[src/logic/mrps_params.svh]
// Notes on behaviour
// - After supply crosses the monitor threshold, stay inactive a further 26 ms.
// - Both mode pins high powers up in sleep; host drives pin b low for normal.
// - Sleep to normal transition completes within 40 ms of the request.
// - Normal mode starts with two-wire port; three select-pin falls choose SPI. Wake from sleep keeps an unlocked SPI selection.
// - Lock bit 1 of secondary config locks two-wire; select toggles then ignored.
// - With SPI active, any secondary config write locks SPI until power loss or reset pin.
// - Locked port survives mode changes; only power loss or reset pin clears it.
// - Entering normal from power-up loads defaults into every register.
// - Reset-done, status b bit 15, is 0 in transition, 1 after; write-one clears.
// - Reset-done interrupt is unmaskable; line b stays low until flag cleared.
// - DSP idles after any reset until host writes 0x0001 to run register.
// - Supply below 2 V monitor threshold forces inactive state, no computation.
// - Reset pin acts only in normal mode; ignored in the other three modes.
// - Reset pin low at least 10 us plus one clock restores all defaults and raises reset-done.
// - Soft reset bit 7 restores defaults except secondary config and threshold.
// - Soft reset end clears bit 7, drives line b low, sets reset-done.
// - Soft reset only works in normal mode.
// - Phase current gain at bits 2:0, neutral gain at bits 5:3 select 1 to 16.
// - Voltage gain at bits 8:6 selects gain 1, 2, 4, 8 or 16.
`ifndef MRPS_PARAMS_SVH
`define MRPS_PARAMS_SVH

// ----------------------------------------------------------------------------
// Register indices
// ----------------------------------------------------------------------------
`define MRPS_ADDR_CONFIG 4'h0
`define MRPS_ADDR_SECONDARY_CONFIG 4'h1
`define MRPS_ADDR_LOW_POWER_THRESHOLD 4'h2
`define MRPS_ADDR_STATUS_A 4'h3
`define MRPS_ADDR_STATUS_B 4'h4
`define MRPS_ADDR_INPUT_GAIN_SELECT 4'h5
`define MRPS_ADDR_RUN 4'h6

// ----------------------------------------------------------------------------
// Fields and reset values
// ----------------------------------------------------------------------------
`define MRPS_SOFT_RESET_BIT 7
`define MRPS_LOCK_BIT 1
`define MRPS_RESET_DONE_BIT 15
`define MRPS_PHASE_GAIN_LSB 0
`define MRPS_NEUTRAL_GAIN_LSB 3
`define MRPS_VOLTAGE_GAIN_LSB 6
`define MRPS_GAIN_FIELD_W 3
`define MRPS_CONFIG_RST 16'h0000
`define MRPS_SECONDARY_CONFIG_RST 16'h0000
`define MRPS_LOW_POWER_THRESHOLD_RST 16'h0000
`define MRPS_GAIN_RST 16'h0000
`define MRPS_RUN_RST 16'h0000
`define MRPS_RUN_START 16'h0001

// ----------------------------------------------------------------------------
// Timing
// ----------------------------------------------------------------------------
`define MRPS_CLK_HZ 10000000
`define MRPS_HOLDOFF_MS 26
`define MRPS_HOLDOFF_CYC (`MRPS_HOLDOFF_MS * `MRPS_CLK_HZ / 1000)
`define MRPS_WAKE_MAX_MS 40
`define MRPS_WAKE_CYC (`MRPS_WAKE_MAX_MS * `MRPS_CLK_HZ / 1000)
`define MRPS_RESET_LOW_US 10
`define MRPS_RESET_LOW_CYC ((`MRPS_RESET_LOW_US * `MRPS_CLK_HZ + 999999) / 1000000)
`define MRPS_XFER_CYC 16

`endif

[src/logic/mrps_pkg.sv]
package mrps_pkg;

    // One-hot sequencer states.
    typedef enum logic [6:0] {
        ST_INACTIVE = 7'h01,
        ST_HOLDOFF = 7'h02,
        ST_SLEEP = 7'h04,
        ST_WAKE = 7'h08,
        ST_NORMAL = 7'h10,
        ST_HWHOLD = 7'h20,
        ST_XFER = 7'h40
    } mrps_state_type;

    typedef enum logic [1:0] {
        NORMAL_POWER_MODE = 2'h0,
        REDUCED_POWER_MODE = 2'h1,
        LOW_POWER_MODE = 2'h2,
        SLEEP_POWER_MODE = 2'h3
    } mrps_mode_type;

    typedef struct packed {
        logic modeSelectPinA;
        logic modeSelectPinB;
        logic resetPinN;
        logic slaveSelectPin;
    } mrps_pins_type;

    typedef struct packed {
        logic wrEn;
        logic rdEn;
        logic [3:0] addr;
        logic [15:0] wrData;
    } mrps_req_type;

    typedef struct packed {
        logic [4:0] phaseCurrentGain;
        logic [4:0] neutralCurrentGain;
        logic [4:0] voltageGain;
    } mrps_gains_type;

endpackage

[src/logic/mrps_gain_decode.sv]
`timescale 1ns/1ns
module mrps_gain_decode
    import mrps_pkg::*;
(
    // Field code in, multiplier out
    input wire logic [2:0] code,
    output logic [4:0] gain
);

    always_comb begin
        case (code)
            3'h0: gain = 5'h01;
            3'h1: gain = 5'h02;
            3'h2: gain = 5'h04;
            3'h3: gain = 5'h08;
            3'h4: gain = 5'h10;
            default: gain = 5'h01;
        endcase
    end

endmodule

[src/logic/mrps_seq.sv]
`timescale 1ns/1ns
`include "mrps_params.svh"
module mrps_seq
    import mrps_pkg::*;
#(
    parameter int HOLDOFF_CYCLES = `MRPS_HOLDOFF_CYC,
    parameter int WAKE_CYCLES = `MRPS_WAKE_CYC,
    parameter int RESET_LOW_CYCLES = `MRPS_RESET_LOW_CYC,
    parameter int XFER_CYCLES = `MRPS_XFER_CYC
)
(
    // Clock and power-on reset
    input wire logic mclk,
    input wire logic rst,
    // Supply monitor, high while supply is above threshold
    input wire logic supplyOk,
    // Host pins
    input wire mrps_pins_type pins,
    // Register access from the serial port front end
    input wire mrps_req_type req,
    output logic [15:0] regRdData,
    // Status and control towards the rest of the chip
    output logic interruptLineBN,
    output logic dspRun,
    output logic spiActive,
    output logic portLocked,
    output mrps_mode_type powerMode,
    output logic inNormal,
    output mrps_gains_type gains
);

    localparam int CNT_W = 20;
    if (HOLDOFF_CYCLES < 1 || HOLDOFF_CYCLES >= (1 << CNT_W) ||
        WAKE_CYCLES < 2 || WAKE_CYCLES >= (1 << CNT_W) ||
        RESET_LOW_CYCLES < 1 || RESET_LOW_CYCLES >= (1 << CNT_W) ||
        XFER_CYCLES < 1 || XFER_CYCLES >= (1 << CNT_W)) begin : gen_bad_timing
        $error("mrps_seq: timing parameter out of range");
    end
    // ------------------------------------------------------------------------
    // State
    // ------------------------------------------------------------------------
    mrps_state_type state, next_state;
    logic [CNT_W-1:0] cnt, next_cnt;
    logic [15:0] configReg, next_configReg;
    logic [15:0] secondaryConfigReg, next_secondaryConfigReg;
    logic [15:0] lowPowerThresholdReg, next_lowPowerThresholdReg;
    logic [15:0] inputGainSelect, next_inputGainSelect;
    logic [15:0] runReg, next_runReg;
    logic resetDoneFlag, next_resetDoneFlag;
    logic next_spiActive, next_portLocked;
    logic selPrev, next_selPrev;
    logic [1:0] selFalls, next_selFalls;
    logic powerUpPending, next_powerUpPending;
    logic softXfer, next_softXfer;
    logic [15:0] next_regRdData;
    logic next_dspRun;
    logic regWrite, selFall, loadSoft, loadFull;
    mrps_mode_type pinMode;

    // Mode pins a and b: both high is sleep, b low with a high is normal.
    always_comb begin
        case ({pins.modeSelectPinA, pins.modeSelectPinB})
            2'b11: pinMode = SLEEP_POWER_MODE;
            2'b10: pinMode = NORMAL_POWER_MODE;
            2'b01: pinMode = REDUCED_POWER_MODE;
            default: pinMode = LOW_POWER_MODE;
        endcase
    end

    // ------------------------------------------------------------------------
    // Sequencer and register file
    // ------------------------------------------------------------------------
    always_comb begin
        next_state = state;
        next_cnt = cnt;
        next_configReg = configReg;
        next_secondaryConfigReg = secondaryConfigReg;
        next_lowPowerThresholdReg = lowPowerThresholdReg;
        next_inputGainSelect = inputGainSelect;
        next_runReg = runReg;
        next_resetDoneFlag = resetDoneFlag;
        next_spiActive = spiActive;
        next_portLocked = portLocked;
        next_selPrev = pins.slaveSelectPin;
        next_selFalls = selFalls;
        next_powerUpPending = powerUpPending;
        next_softXfer = softXfer;
        loadSoft = 1'b0;
        loadFull = 1'b0;
        regWrite = (state == ST_NORMAL) && req.wrEn;
        selFall = selPrev && !pins.slaveSelectPin;
        case (state)
            ST_INACTIVE: begin
                if (supplyOk) begin
                    next_state = ST_HOLDOFF;
                    next_cnt = '0;
                end
            end
            ST_HOLDOFF: begin
                if (cnt == CNT_W'(HOLDOFF_CYCLES - 1)) begin
                    next_state = ST_SLEEP;
                    next_cnt = '0;
                end else begin
                    next_cnt = cnt + 1'b1;
                end
            end
            ST_SLEEP: begin
                if (pinMode == NORMAL_POWER_MODE) begin
                    next_state = ST_WAKE;
                    next_cnt = '0;
                    next_resetDoneFlag = 1'b0;
                end
            end
            ST_WAKE: begin
                if (pinMode != NORMAL_POWER_MODE) begin
                    next_state = ST_SLEEP;
                end else if (cnt == CNT_W'(WAKE_CYCLES - 2)) begin
                    next_state = ST_NORMAL;
                    next_resetDoneFlag = 1'b1;
                    loadFull = powerUpPending;
                    next_powerUpPending = 1'b0;
                end else begin
                    next_cnt = cnt + 1'b1;
                end
            end
            ST_NORMAL: begin
                if (pinMode != NORMAL_POWER_MODE) begin
                    next_state = ST_SLEEP;
                end else if (!pins.resetPinN) begin
                    next_state = ST_HWHOLD;
                    next_cnt = '0;
                end else begin
                    if (!portLocked && !spiActive && selFall) begin
                        next_selFalls = selFalls + 1'b1;
                        if (selFalls == 2'h2) begin
                            next_spiActive = 1'b1;
                        end
                    end
                    if (regWrite) begin
                        case (req.addr)
                            `MRPS_ADDR_CONFIG: begin
                                next_configReg = req.wrData;
                                if (req.wrData[`MRPS_SOFT_RESET_BIT]) begin
                                    next_state = ST_XFER;
                                    next_cnt = '0;
                                    next_softXfer = 1'b1;
                                    next_resetDoneFlag = 1'b0;
                                end
                            end
                            `MRPS_ADDR_SECONDARY_CONFIG: begin
                                next_secondaryConfigReg = req.wrData;
                                if (spiActive || req.wrData[`MRPS_LOCK_BIT]) begin
                                    next_portLocked = 1'b1;
                                end
                            end
                            `MRPS_ADDR_LOW_POWER_THRESHOLD: next_lowPowerThresholdReg = req.wrData;
                            `MRPS_ADDR_STATUS_B: begin
                                if (req.wrData[`MRPS_RESET_DONE_BIT]) begin
                                    next_resetDoneFlag = 1'b0;
                                end
                            end
                            `MRPS_ADDR_INPUT_GAIN_SELECT: next_inputGainSelect = req.wrData;
                            `MRPS_ADDR_RUN: next_runReg = req.wrData;
                            default: ;
                        endcase
                    end
                end
            end
            ST_HWHOLD: begin
                if (pinMode != NORMAL_POWER_MODE) begin
                    next_state = ST_SLEEP;
                end else if (pins.resetPinN) begin
                    if (cnt >= CNT_W'(RESET_LOW_CYCLES)) begin
                        next_state = ST_XFER;
                        next_cnt = '0;
                        next_softXfer = 1'b0;
                        next_resetDoneFlag = 1'b0;
                    end else begin
                        next_state = ST_NORMAL;
                    end
                end else if (cnt != CNT_W'(RESET_LOW_CYCLES)) begin
                    next_cnt = cnt + 1'b1;
                end
            end
            ST_XFER: begin
                if (cnt == CNT_W'(XFER_CYCLES - 1)) begin
                    next_state = ST_NORMAL;
                    next_resetDoneFlag = 1'b1;
                    loadSoft = softXfer;
                    loadFull = !softXfer;
                end else begin
                    next_cnt = cnt + 1'b1;
                end
            end
            default: next_state = ST_INACTIVE;
        endcase
        if (loadSoft || loadFull) begin
            next_configReg = `MRPS_CONFIG_RST;
            next_inputGainSelect = `MRPS_GAIN_RST;
            next_runReg = `MRPS_RUN_RST;
            if (loadFull || !portLocked) begin
                next_spiActive = 1'b0;
                next_selFalls = 2'h0;
            end
        end
        if (loadFull) begin
            next_secondaryConfigReg = `MRPS_SECONDARY_CONFIG_RST;
            next_lowPowerThresholdReg = `MRPS_LOW_POWER_THRESHOLD_RST;
            next_portLocked = 1'b0;
        end
        if (!supplyOk) begin
            next_state = ST_INACTIVE;
            next_cnt = '0;
            next_powerUpPending = 1'b1;
            next_resetDoneFlag = 1'b0;
            next_portLocked = 1'b0;
            next_spiActive = 1'b0;
            next_selFalls = 2'h0;
            next_runReg = `MRPS_RUN_RST;
        end
    end

    // Read data and DSP run state are registered.
    always_comb begin
        next_regRdData = regRdData;
        if (req.rdEn) begin
            case (req.addr)
                `MRPS_ADDR_CONFIG: next_regRdData = configReg;
                `MRPS_ADDR_SECONDARY_CONFIG: next_regRdData = secondaryConfigReg;
                `MRPS_ADDR_LOW_POWER_THRESHOLD: next_regRdData = lowPowerThresholdReg;
                `MRPS_ADDR_STATUS_B: next_regRdData = {resetDoneFlag, 15'h0000};
                `MRPS_ADDR_INPUT_GAIN_SELECT: next_regRdData = inputGainSelect;
                `MRPS_ADDR_RUN: next_regRdData = runReg;
                default: next_regRdData = 16'h0000;
            endcase
        end
        next_dspRun = (next_state == ST_NORMAL) && (next_runReg == `MRPS_RUN_START);
    end

    always_ff @(posedge mclk) begin
        if (rst) begin
            state <= ST_INACTIVE;
            cnt <= '0;
            configReg <= `MRPS_CONFIG_RST;
            secondaryConfigReg <= `MRPS_SECONDARY_CONFIG_RST;
            lowPowerThresholdReg <= `MRPS_LOW_POWER_THRESHOLD_RST;
            inputGainSelect <= `MRPS_GAIN_RST;
            runReg <= `MRPS_RUN_RST;
            resetDoneFlag <= 1'b0;
            spiActive <= 1'b0;
            portLocked <= 1'b0;
            selPrev <= 1'b1;
            selFalls <= 2'h0;
            powerUpPending <= 1'b1;
            softXfer <= 1'b0;
            regRdData <= 16'h0000;
            dspRun <= 1'b0;
        end else begin
            state <= next_state;
            cnt <= next_cnt;
            configReg <= next_configReg;
            secondaryConfigReg <= next_secondaryConfigReg;
            lowPowerThresholdReg <= next_lowPowerThresholdReg;
            inputGainSelect <= next_inputGainSelect;
            runReg <= next_runReg;
            resetDoneFlag <= next_resetDoneFlag;
            spiActive <= next_spiActive;
            portLocked <= next_portLocked;
            selPrev <= next_selPrev;
            selFalls <= next_selFalls;
            powerUpPending <= next_powerUpPending;
            softXfer <= next_softXfer;
            regRdData <= next_regRdData;
            dspRun <= next_dspRun;
        end
    end

    // The reset-done interrupt has no mask.
    assign interruptLineBN = !resetDoneFlag;
    assign inNormal = (state == ST_NORMAL);
    assign powerMode = pinMode;

    // ------------------------------------------------------------------------
    // Gain field decode
    // ------------------------------------------------------------------------
    logic [4:0] gainVec [0:2];
    for (genvar g = 0; g < 3; g++) begin : gen_gain
        mrps_gain_decode u_dec (
            .code(inputGainSelect[g*`MRPS_GAIN_FIELD_W +: `MRPS_GAIN_FIELD_W]),
            .gain(gainVec[g])
        );
    end
    assign gains.phaseCurrentGain = gainVec[0];
    assign gains.neutralCurrentGain = gainVec[1];
    assign gains.voltageGain = gainVec[2];
endmodule

[config.mk]
export PLATFORM = sky130hd
export DESIGN_NAME = mrps_seq
export DESIGN_NICKNAME = d
export VERILOG_FILES = /design/src/logic/mrps_pkg.sv /design/src/logic/mrps_gain_decode.sv /design/src/logic/mrps_seq.sv
export VERILOG_INCLUDE_DIRS = /design/src /design/src/logic
export SDC_FILE = /design/constraint.sdc
export NUM_CORES = 1
export LEC_CHECK = 0
export ABC_AREA = 1
export BUFFER_PORTS_ARGS = -buffer_cell sky130_fd_sc_hd__buf_4
export CAP_MARGIN = 20
export CORE_ASPECT_RATIO = 1.4
export CORE_MARGIN = 2
export CORE_UTILIZATION = 56
export CTS_CLUSTER_SIZE = 10
export DETAILED_ROUTE_END_ITERATION = 12
export PLACE_DENSITY = 0.76
export SLEW_MARGIN = 0
export SYNTH_ARGS = -nofsm -noshare
export SYNTH_HDL_FRONTEND = slang
export SYNTH_SLANG_ARGS = --single-unit
export TNS_END_PERCENT = 50
[constraint.sdc]
create_clock -name mclk -period 2.1 [get_ports mclk]
set_input_delay 0.42 -clock mclk [delete_from_list [all_inputs] [get_ports mclk]]
set_output_delay 0.42 -clock mclk [all_outputs]
set_load 0.005 [all_outputs]
==> key figures, run 1 <==
Outcome
  – Status: complete, no violations

Clock tree
  – Clock root buffer: clkbuf_16
  – Post-CTS setup buffers: 0
  – Clock insertion delay at the later pin of the skew report: about 430 ps
  – CTS tree: built
  – # hold bufs at CTS: 0
  – CTS H-Tree Depth: 4
  – Clk sinks: 132
  – CTS clk-pin slew, worst paths: approximately 60 ps
  – Cts bufs inserted: 17
  – CTS max path bufs: 2
  – Cts repair resizes: 0

Synthesis
  – Multiplexer share of the synthesized area: 0
  – Post-synth cell types: 51
  – Top_reg_cell synth: dfxtp_1
  – Net Count, Synth: around 1200
  – Seq/Total Area, Yosys: 0.339
  – Post-synth EDFFs: 0
  – Post-synthesis compound-gate area fraction: 0.129
  – XOR/XNOR Fraction of Synth Area: 0.00562
  – Main combinational cell family by area after synthesis: simple AND/OR/NAND/NOR gates
  – Share of flip-flops with an asynchronous set or reset: 0
  – Post-Synth Simple-Gate Area: 0.407
  – Synth Instances: ~1100
  – Synth Warn #: 0
  – Post-synthesis register bit count: around 130
  – Avg Inst Size Synth: about 6.8 um2
  – Adder-Cell Fraction of Synth Area: 0.0112
  – Post-Synthesis Cell Area: a little under 0.008 mm2

Die
  – Initial Util: 0.566
  – # IOs: between 60 and 70
  – Vert. Die Dim: 144 um
  – Die Span X: 104 um
  – Core Region: around 0.014 mm2
  – Full die area: between 0.01 and 0.015 mm2
  – Num rows: a little over 50

Route
  – Vias after detailed routing: approximately 8000
  – DRT antenna net count: 0
  – Initial DRT Pass Iterations: 6
  – WL final: between 20 and 25 mm
  – Detail-routed via count per cell: between 5 and 6
  – DR DRC count: 0
  – Starting DRT DRC Count: roughly 580
  – Wirelength per Cell: about 17 um

STA
  – Final period demand of the worst path: just over 2000 ps
  – Max-slew headroom: 0.602
  – Fin Setup TNS: 0 ps
  – Fmax achieved: 488 MHz
  – Slew Viols, Final: 0
  – Hold Fails Final Rpt: 0
  – RSZ-0062 raised after global routing: no
  – Slew @ Worst Pin: just under 600 ps
  – # setup viols final: 0
  – Hold_ws: 200 ps
  – Setup Skew: roughly 9.4 ps
  – Final Cycle Share: 0.975

Pwr
  – Clock power frac: 0.510
  – Maximum VDD drop: ~0.64 mV
  – Reg power frac: 0.423
  – Sw power: 1.54 mW
  – Design Power: approximately 6.0 mW
  – PD cells: 641 mW/mm2
  – Internal: 4.42 mW
  – Comb pwr share: 0.067
  – Leakage: roughly 3.8 nW
  – Sw frac: 0.259

Global route
  – GR Overflow Total: 0
  – Initial antenna violation count: 0
  – Largest net degree at the start of global routing: 34
  – GRT Util Overall: 0.327
  – First-pass GRT wire length: about 38 mm
  – Vias in the first global route: 7677

Job
  – Max Cap Violations: 0

Layout
  – Area grow syn2layout: 19.1%
  – Nets: 1259
  – Fin util: 0.674
  – Fraction of layout cells with a size suffix above 1: 0.229
  – Finished Layout Cells: 1421
  – Antenna cells: 0

Setup path
  – Critical path fanouts, max: 3
  – Arr. time, crit path: around 1600 ps
  – Critical Path RT: ~1700 ps
  – Setup crit end kind: output port
  – Max stage delay on crit path: approximately 460 ps
  – Critical path type: reg -> out
  – Startpoint class of the critical path: register
  – Most used cell, CP: inv_1
  – Max stage delay cell, worst path: or3b_2
  – Worst path cell trace: inv_1, nand2_1, or3b_2, inv_1, buf_4

Placement
  – IO Port Bufs: 66
  – Final GP Congestion: 0.966
  – Post-DP HPWL: 18.0 mm
  – Post-placement cell count: ~1400

Hold path
  – Hold crit path type: in -> reg
[kinds of logic after synthesis]
kind of cell               after synthesis
xor gates and xnor gates                 5
buffers and inverters                  179
adders and majority gates                7
DFF                                    132
and+or+nand+nor                        662
AOI/OAI and AO/OA                      155
[cells in the mapped netlist (5+ instances only)]
cell / number / area share
a21oi_1: 70 / 0.045
a21oi_2: 37 / 0.042
a221oi_1: 10 / 0.011
buf_2: 9 / 0.0058
buf_4: 15 / 0.014
buf_6: 7 / 0.010
clkbuf_1: 23 / 0.011
dfxtp_1: 132 / 0.34
ha_1: 7 / 0.011
inv_1: 105 / 0.051
inv_2: 13 / 0.0063
nand2_1: 269 / 0.13
nand2_2: 30 / 0.024
nand3_1: 157 / 0.10
nand3_2: 7 / 0.0090
nand4_1: 45 / 0.036
nor2_1: 101 / 0.049
nor2_2: 10 / 0.0080
nor2_4: 10 / 0.014
nor3_1: 15 / 0.0096
o21ai_0: 18 / 0.012
o22ai_1: 5 / 0.0040
xor2_1: 5 / 0.0056
[metal layers]
metal,global-route usage,share of wire,up-vias
met2,0.617,0.53,308
met5,0,0,-
met4,0.220,0.066,0
met1,0.332,0.36,3697
met3,0.0535,0.047,106
li1,-,-,3922
[registers in the layout, summed over array words and instances (netlist names)]
name and count:
secondaryConfigReg 16, dspRun 1, portLocked 1, inputGainSelect 16, spiActive 1, selFalls 2, softXfer 1, regRdData 16
lowPowerThresholdReg 16, configReg 16, cnt 20, selPrev 1, runReg 16, resetDoneFlag 1, powerUpPending 1, state 7
[power by group through the flow]
stage	Sequential, mW	Combinational, mW	Clock (mW)
2_1_floorplan	2.57	0.234	0
3_3_place_gp	2.57	0.389	0
3_5_place_dp	2.57	0.391	0
4_1_cts	2.52	0.392	3.06
5_1_grt	2.52	0.427	3.16
6_report	2.52	0.402	3.04
[metrics by stage]
stage	setup WS, ps	area, um2
2_1_floorplan	233	7800
3_3_place_gp	97.1	8660
3_5_place_dp	80.0	8660
4_1_cts	47.7	9260
5_1_grt	1.48	9290
6_report	52.7	9290
[worst paths after layout]
check,startpoint,end,slack [ps],cells after the start
setup / recovery,inputGainSelect[8]$_SDFFE_PP0P_,gains[0],50,5
hold reg to reg,powerUpPending$_SDFFE_PP1P_,powerUpPending$_SDFFE_PP1P_,460,2
setup reg to reg,cnt[1]$_SDFFE_PP0P_,cnt[9]$_SDFFE_PP0P_,150,9
hold / removal,pins[0],selPrev$_SDFF_PP1_,200,3
[worst max-delay path: cells and delay by family (launching register included)]
kind | cells | cell delay, ps
buf+inv | 3 | 250
simple gates | 2 | 570
flops | 1 | 370
[placed cells by master, fill, tap and decap left out, types with 17 or more instances in the layout]
cell type / instances
clkbuf_16: 17
o21ai_0: 18
nand3_1: 157
nand2_1: 268
dfxtp_1: 131
a21oi_1: 69
nand4_1: 45
a21oi_2: 38
buf_4: 113
nor2_1: 100
nand2_2: 31
inv_1: 104
[cell type report]
cell class / count / area (um2)
Fill cell: 1268 / 4500
Timing Repair Buffer: 121 / 1010
Inverter: 121 / 462
Clock buffer: 17 / 425
Sequential cell: 132 / 2640
Tap cell: 185 / 231
Multi-Input combinational cell: 830 / 4350
Clock inverter: 15 / 169
Note: power is estimated with default switching activity, not from simulation.
==> run 2, diff against run 1 <==
--- a/config.mk
+++ b/config.mk
@@ -15,8 +15,8 @@
 export CTS_CLUSTER_SIZE = 10
 export DETAILED_ROUTE_END_ITERATION = 12
 export PLACE_DENSITY = 0.76
+export SETUP_SLACK_MARGIN = 0.2
 export SLEW_MARGIN = 0
 export SYNTH_ARGS = -nofsm -noshare
 export SYNTH_HDL_FRONTEND = slang
 export SYNTH_SLANG_ARGS = --single-unit
-export TNS_END_PERCENT = 50
==> key figures, run 2 (synthesized netlist as in run 1, its figures left out) <==
Outcome
  – Status: complete, no violations

Pwr
  – Sw frac: 0.266
  – Leakage: 4.10 nW
  – PD cells: about 600 mW/mm2
  – Clock power frac: 0.502
  – Maximum VDD drop: 0.647 mV
  – Sw power: between 1.5 and 2 mW
  – Reg power frac: 0.413
  – Internal: about 4.5 mW
  – Comb pwr share: 0.084

STA
  – Hold Fails Final Rpt: 0
  – Fmax achieved: roughly 520 MHz
  – RSZ-0062 raised after global routing: yes
  – # setup viols final: 0
  – Setup Skew: a little over 10 ps
  – Fin Setup TNS: 0 ps
  – Final Cycle Share: 0.922
  – Final period demand of the worst path: 1940 ps
  – Slew Viols, Final: 0
  – Hold_ws: 204 ps
  – Slew @ Worst Pin: about 610 ps
  – Max-slew headroom: 0.590

Clock tree
  – CTS clk-pin slew, worst paths: 60 ps
  – CTS tree: built
  – Clk sinks: about 130
  – CTS max path bufs: 2
  – Clock insertion delay at the later pin of the skew report: 430 ps
  – Cts bufs inserted: 17
  – CTS H-Tree Depth: 4
  – # hold bufs at CTS: 0
  – Clock root buffer: clkbuf_16

Layout
  – Most common cell after layout, fill and taps aside: nand2_1
  – Largest Register: cnt
  – Fraction of layout cells with a size suffix above 1: 0.318
  – Commonest non-fill, non-tap cells in the layout: nand2_1 (254), nand3_1 (154), buf_4 (131)
  – Area grow syn2layout: 29.4%
  – Antenna cells: 0
  – Nets: about 1300
  – Largest register FFs: 20

Setup path
  – Max stage delay on crit path: roughly 340 ps
  – Startpoint class of the critical path: register
  – Setup crit end kind: output port
  – Max stage delay cell, worst path: dfxtp_2
  – Critical Path RT: 1680 ps
  – Buf+Inv Stages, Crit Path: 2
  – Reg-to-Reg End: cnt[0]$_SDFFE_PP0P_
  – Arr. time, crit path: roughly 1500 ps
  – Critical path fanouts, max: 5
  – Cell family with most CP delay: simple AND/OR/NAND/NOR gates
  – Worst R2R Path Depth: 14
  – Worst path cell trace: nor2_4, nand2_4, nor2_8, buf_12, buf_4
  – R2R setup slack: ~170 ps
  – Critical path type: reg -> out
  – Critical R2R Launch: cnt[0]$_SDFFE_PP0P_

Global route
  – Vias in the first global route: between 7000 and 8000
  – GRT Util Overall: 0.330
  – First-pass GRT wire length: 38.5 mm
  – GR Overflow Total: 0
  – Initial antenna violation count: 0
  – Largest net degree at the start of global routing: 34

Route
  – Starting DRT DRC Count: approximately 650
  – Vias after detailed routing: 8583
  – WL final: roughly 27 mm
  – DR DRC count: 0
  – Detail-routed via count per cell: between 5 and 6
  – Wirelength per Cell: approximately 19 um
  – Initial DRT Pass Iterations: 7
  – DRT antenna net count: 0

Hold path
  – Hold EP: selPrev$_SDFF_PP1_
  – Hold crit path type: in -> reg
  – Hold path cells: 3
  – Hold path start: pins[0]

Die
  – Num rows: 51
  – Core Region: roughly 0.014 mm2
  – Full die area: 0.0149 mm2
  – # IOs: 67
  – Initial Util: 0.566
  – Vert. Die Dim: 144 um
  – Die Span X: just over 100 um

Job
  – Max Cap Violations: 0

Placement
  – Final GP Congestion: slightly below 1
  – IO Port Bufs: between 60 and 70
  – Post-DP HPWL: between 15 and 20 mm
-- run 2: cell count changes in the layout (fill, tap and decap cells not counted), moves of 9 or more --
cell,before,now
dfxtp_1,131,99
dfxtp_2,1,25
buf_4,113,131
inv_1,104,88
nand2_1,268,254
inv_2,14,27
nand2_2,31,41
nor2_1,100,91
-- run 2: worst max path at each step --
stage | start | endpoint | slack [ps] | cells past startpoint
3_3_place_gp | pins[2] | dspRun$_SDFF_PP0_ | 100 | 12
2_1_floorplan | cnt[0]$_SDFFE_PP0P_ | configReg[0]$_SDFFE_PP0P_ | 230 | 14
6_report | state[2]$_SDFF_PP0_ | inNormal | 160 | 5
5_1_grt | cnt[5]$_SDFFE_PP0P_ | cnt[0]$_SDFFE_PP0P_ | 120 | 12
3_5_place_dp | pins[2] | dspRun$_SDFF_PP0_ | 80 | 12
4_1_cts | inputGainSelect[7]$_SDFFE_PP0P_ | gains[0] | 200 | 5
-- run 2: area by class of cell --
| type | count | area (um2) |
|---|---|---|
| clock buffers | 17 | 425 |
| clock inverters | 15 | 169 |
| fillers | 1139 | 3690 |
| inverters | 121 | 474 |
| multi-input cells | 834 | 4640 |
| flip-flops and latches | 132 | 2700 |
| well taps | 185 | 231 |
| repair buffers | 156 | 1450 |
-- run 2: metrics by stage --
step | power (mW) | setup slack, ps | utilization | cells | instance area [um2]
after global placement | 2.96 | 97.1 | 0.629 | 1388 | 8660
after detailed placement | 2.96 | 80.0 | 0.629 | 1388 | 8660
after floorplan | 2.81 | 233 | - | 1140 | 7800
final | 6.07 | 163 | 0.732 | 1460 | 10100
after global routing | 6.21 | 118 | 0.732 | 1460 | 10100
after CTS | 5.97 | 202 | 0.680 | 1425 | 9370
-- run 2: worst register-to-register path, stage by stage (launching register included) --
cell	delay, ps
dfxtp_4	390
ha_4	140
nand2_2	80
inv_2	90
nand2_4	60
nor2_4	140
nand4_4	140
buf_4	180
nand3_4	110
nor2_8	70
buf_12	150
nand2_8	110
nand2_2	60
nand2_1	70
nor2_1	50
-- run 2: power groups by stage --
stage,clock network [mW],registers (mW),logic (mW)
detailed placement,0,2.57,0.391
global placement,0,2.57,0.389
global route,3.17,2.51,0.529
CTS,3.06,2.51,0.401
floorplan,0,2.57,0.234
finish,3.05,2.51,0.512
-- run 2: repair_timing --
item / 4_1_cts / 5_1_grt
pin swaps: 1 / 32
resized for setup: 35 / 100
gates cloned: 1 / 12
buffers inserted: 4 / 23
setup endpoints to repair: 91 / 105
-- run 2: per-layer routing --
| layer | share of wire | GRT usage |
|---|---|---|
| met5 | 0 | 0 |
| met4 | 0.085 | 0.228 |
| met3 | 0.061 | 0.0540 |
| met2 | 0.51 | 0.620 |
| met1 | 0.34 | 0.335 |
==> run 3, diff against run 2 <==
--- a/config.mk
+++ b/config.mk
@@ -15,8 +15,9 @@
 export CTS_CLUSTER_SIZE = 10
 export DETAILED_ROUTE_END_ITERATION = 12
 export PLACE_DENSITY = 0.76
-export SETUP_SLACK_MARGIN = 0.2
+export SETUP_SLACK_MARGIN = 0.05
 export SLEW_MARGIN = 0
 export SYNTH_ARGS = -nofsm -noshare
 export SYNTH_HDL_FRONTEND = slang
+export SYNTH_HIERARCHICAL = 1
 export SYNTH_SLANG_ARGS = --single-unit
==> key figures, run 3 <==
Outcome
  – Status: complete, no violations

Layout
  – Most common cell after layout, fill and taps aside: nand2_1
  – Multi-input gate area: between 0.004 and 0.005 mm2
  – Filler cell count: ~1200
  – Largest Register: cnt
  – Antenna cells: 0
  – Register Area: 0.00264 mm2
  – Nets: roughly 1300
  – Fraction of layout cells with a size suffix above 1: 0.177
  – Fin util: 0.689
  – Commonest non-fill, non-tap cells in the layout: nand2_1 (239), nor2_1 (233), dfxtp_1 (132)
  – Design area: 0.00914 mm2
  – Area grow syn2layout: 21.8%
  – Largest register FFs: 20
  – Finished Layout Cells: ~1500

Hold path
  – Hold crit path type: in -> reg

Clock tree
  – Clock root buffer: clkbuf_16
  – # hold bufs at CTS: 0
  – CTS clk-pin slew, worst paths: 60 ps
  – Clk sinks: 132
  – CTS tree: built
  – Cts bufs inserted: 17
  – Clock insertion delay at the later pin of the skew report: 430 ps
  – CTS H-Tree Depth: 4
  – CTS max path bufs: 2

Die
  – Core Region: 0.0133 mm2
  – Initial Util: 0.566
  – Full die area: ~0.014 mm2
  – # IOs: between 60 and 70
  – Vert. Die Dim: 141 um
  – Die Span X: slightly above 100 um
  – Num rows: 50

Synthesis
  – Post-synthesis register bit count: about 130
  – Post-synth cell types: between 40 and 50
  – Area contributors post-synth: dfxtp_1 (35%), nand2_1 (12%), nor2_1 (12%), nand3_1 (8.1%), a21oi_1 (6.9%)
  – Synth area leader: dfxtp_1
  – Synth Warn #: 6
  – Avg Inst Size Synth: about 6.4 um2
  – Post-Synthesis Cell Area: roughly 0.0075 mm2
  – Commonest cells in the synthesized netlist: nand2_1 (241), nor2_1 (238), dfxtp_1 (132)
  – Post-synth EDFFs: 0
  – Net Count, Synth: 1204
  – Synth Instances: 1168
  – Seq/Total Area, Yosys: 0.352
  – Share of flip-flops with an asynchronous set or reset: 0
  – Post-synth top area share: 0.352
  – Most frequent cell after synthesis: nand2_1
  – Top_reg_cell synth: dfxtp_1

STA
  – Fmax achieved: about 500 MHz
  – # setup viols final: 0
  – RSZ-0062 raised after global routing: yes
  – Hold_ws: about 210 ps
  – Setup Skew: about 9 ps
  – Fin Setup TNS: 0 ps
  – Slew @ Worst Pin: around 500 ps
  – Final Cycle Share: 0.942
  – Setup ws final: roughly 120 ps
  – Final period demand of the worst path: between 1500 and 2000 ps
  – Max-slew headroom: 0.671
  – Hold Fails Final Rpt: 0
  – Slew Viols, Final: 0

Setup path
  – Critical path type: reg -> reg
  – Critical path fanouts, max: 4
  – Arr. time, crit path: 2340 ps
  – Most used cell, CP: nand3_1
  – Max stage delay cell, worst path: dfxtp_1
  – Max stage delay on crit path: around 350 ps
  – Critical Path RT: ~2500 ps
  – Startpoint class of the critical path: register
  – Setup crit end kind: register
  – Worst path cell trace: inv_2, nand2_1, nor2_2, nand3_1, nor2_4, nand3_1, nand3_1, nand3_1, nor2_1, nand3_1, nor2_1

Route
  – Starting DRT DRC Count: 445
  – Vias after detailed routing: 7988
  – DR DRC count: 0
  – Wirelength per Cell: around 16 um
  – Detail-routed via count per cell: between 5 and 6
  – DRT antenna net count: 0
  – Initial DRT Pass Iterations: 5
  – WL final: 22.9 mm

Pwr
  – Sw frac: 0.255
  – Design Power: about 5.9 mW
  – Comb pwr share: 0.067
  – Sw power: about 1.5 mW
  – Leakage: between 4 and 5 nW
  – Reg power frac: 0.425
  – PD cells: between 600 and 700 mW/mm2
  – Clock power frac: 0.508
  – Maximum VDD drop: roughly 0.55 mV
  – Internal: around 4.4 mW

Global route
  – Vias in the first global route: roughly 7500
  – Initial antenna violation count: 0
  – Largest net degree at the start of global routing: 34
  – GR Overflow Total: 0
  – GRT Util Overall: 0.322
  – First-pass GRT wire length: roughly 36 mm

Placement
  – Post-DP HPWL: roughly 17 mm
  – IO Port Bufs: 66
  – Post-placement cell count: 1417
  – Final GP Congestion: around 1.1
  – Area post-placement: between 0.008 and 0.009 mm2
  – Pre-CTS WS: -49.7 ps

Job
  – Max Cap Violations: 0
## run 3: cell count changes in the layout (fill, tap and decap cells not counted), moves of 15 or more
| cell | change |
|---|---|
| nand2_1 | -15 |
| dfxtp_1 | +33 |
| nand3_1 | -33 |
| buf_4 | -17 |
| nand2_2 | -26 |
| nor2_1 | +142 |
| dfxtp_2 | -25 |
| inv_2 | -20 |
| a21oi_1 | +35 |
| inv_1 | +22 |
| a21oi_2 | -38 |
## run 3: power by group through the flow
stage          Combinational, mW  Clock, mW  Sequential, mW
3_5_place_dp               0.384          0            2.58
4_1_cts                    0.385       3.05            2.52
6_report                   0.397       3.02            2.52
2_1_floorplan              0.229          0            2.57
3_3_place_gp               0.380          0            2.58
5_1_grt                    0.427       3.17            2.52
## run 3: area by class of cell
type / instances / share of cell area
multi-input cells: 864 / 0.459
repair buffers: 122 / 0.111
clock buffers: 17 / 0.0465
clock inverters: 15 / 0.0187
inverters: 122 / 0.0506
well taps: 182 / 0.0249
flip-flops and latches: 132 / 0.289
## run 3: timing repair
item / CTS / global route
setup endpoints to repair: 0 / 67
setup buffers: 0 / 4
gates resized for setup: 0 / 17
## run 3: logic make-up (layout without fill, tap and decap cells)
family / count (synthesis) / count (layout) / share of synthesized area
XOR/XNOR: 4 / 4 / 0.00467
flip-flops: 132 / 132 / 0.352
buffers and inverters: 172 / 276 / 0.0954
multiplexers: 1 / 1 / 0.00133
AND/OR/NAND/NOR: 693 / 693 / 0.416
adder cells (fa/ha/maj): 7 / 7 / 0.0117
AO/OA/AOI/OAI: 159 / 159 / 0.118
## run 3: path summary, 6_finish.rpt
check / from / end / slack [ps] / cells after the start
worst max-delay path: state[1]$_SDFF_PP0_ / dspRun$_SDFF_PP0_ / 120 / 11
worst min-delay path: pins[0] / selPrev$_SDFF_PP1_ / 210 / 3
worst max register to register: state[1]$_SDFF_PP0_ / dspRun$_SDFF_PP0_ / 120 / 11
worst min register to register: regRdData[3]$_SDFFE_PP0P_ / regRdData[3]$_SDFFE_PP0P_ / 470 / 2
## run 3: routing by layer
metal | share of wire | GRT usage
met5 | 0 | 0
met4 | 0.062 | 0.204
met3 | 0.053 | 0.0625
met2 | 0.52 | 0.577
met1 | 0.37 | 0.337
## run 3: worst max-delay path: cells and delay by family (launching register included)
| kind | cells | cell delay, ps |
|---|---|---|
| buffers and inverters | 1 | 70 |
| flip-flops | 1 | 350 |
| AND/OR/NAND/NOR | 10 | 1490 |
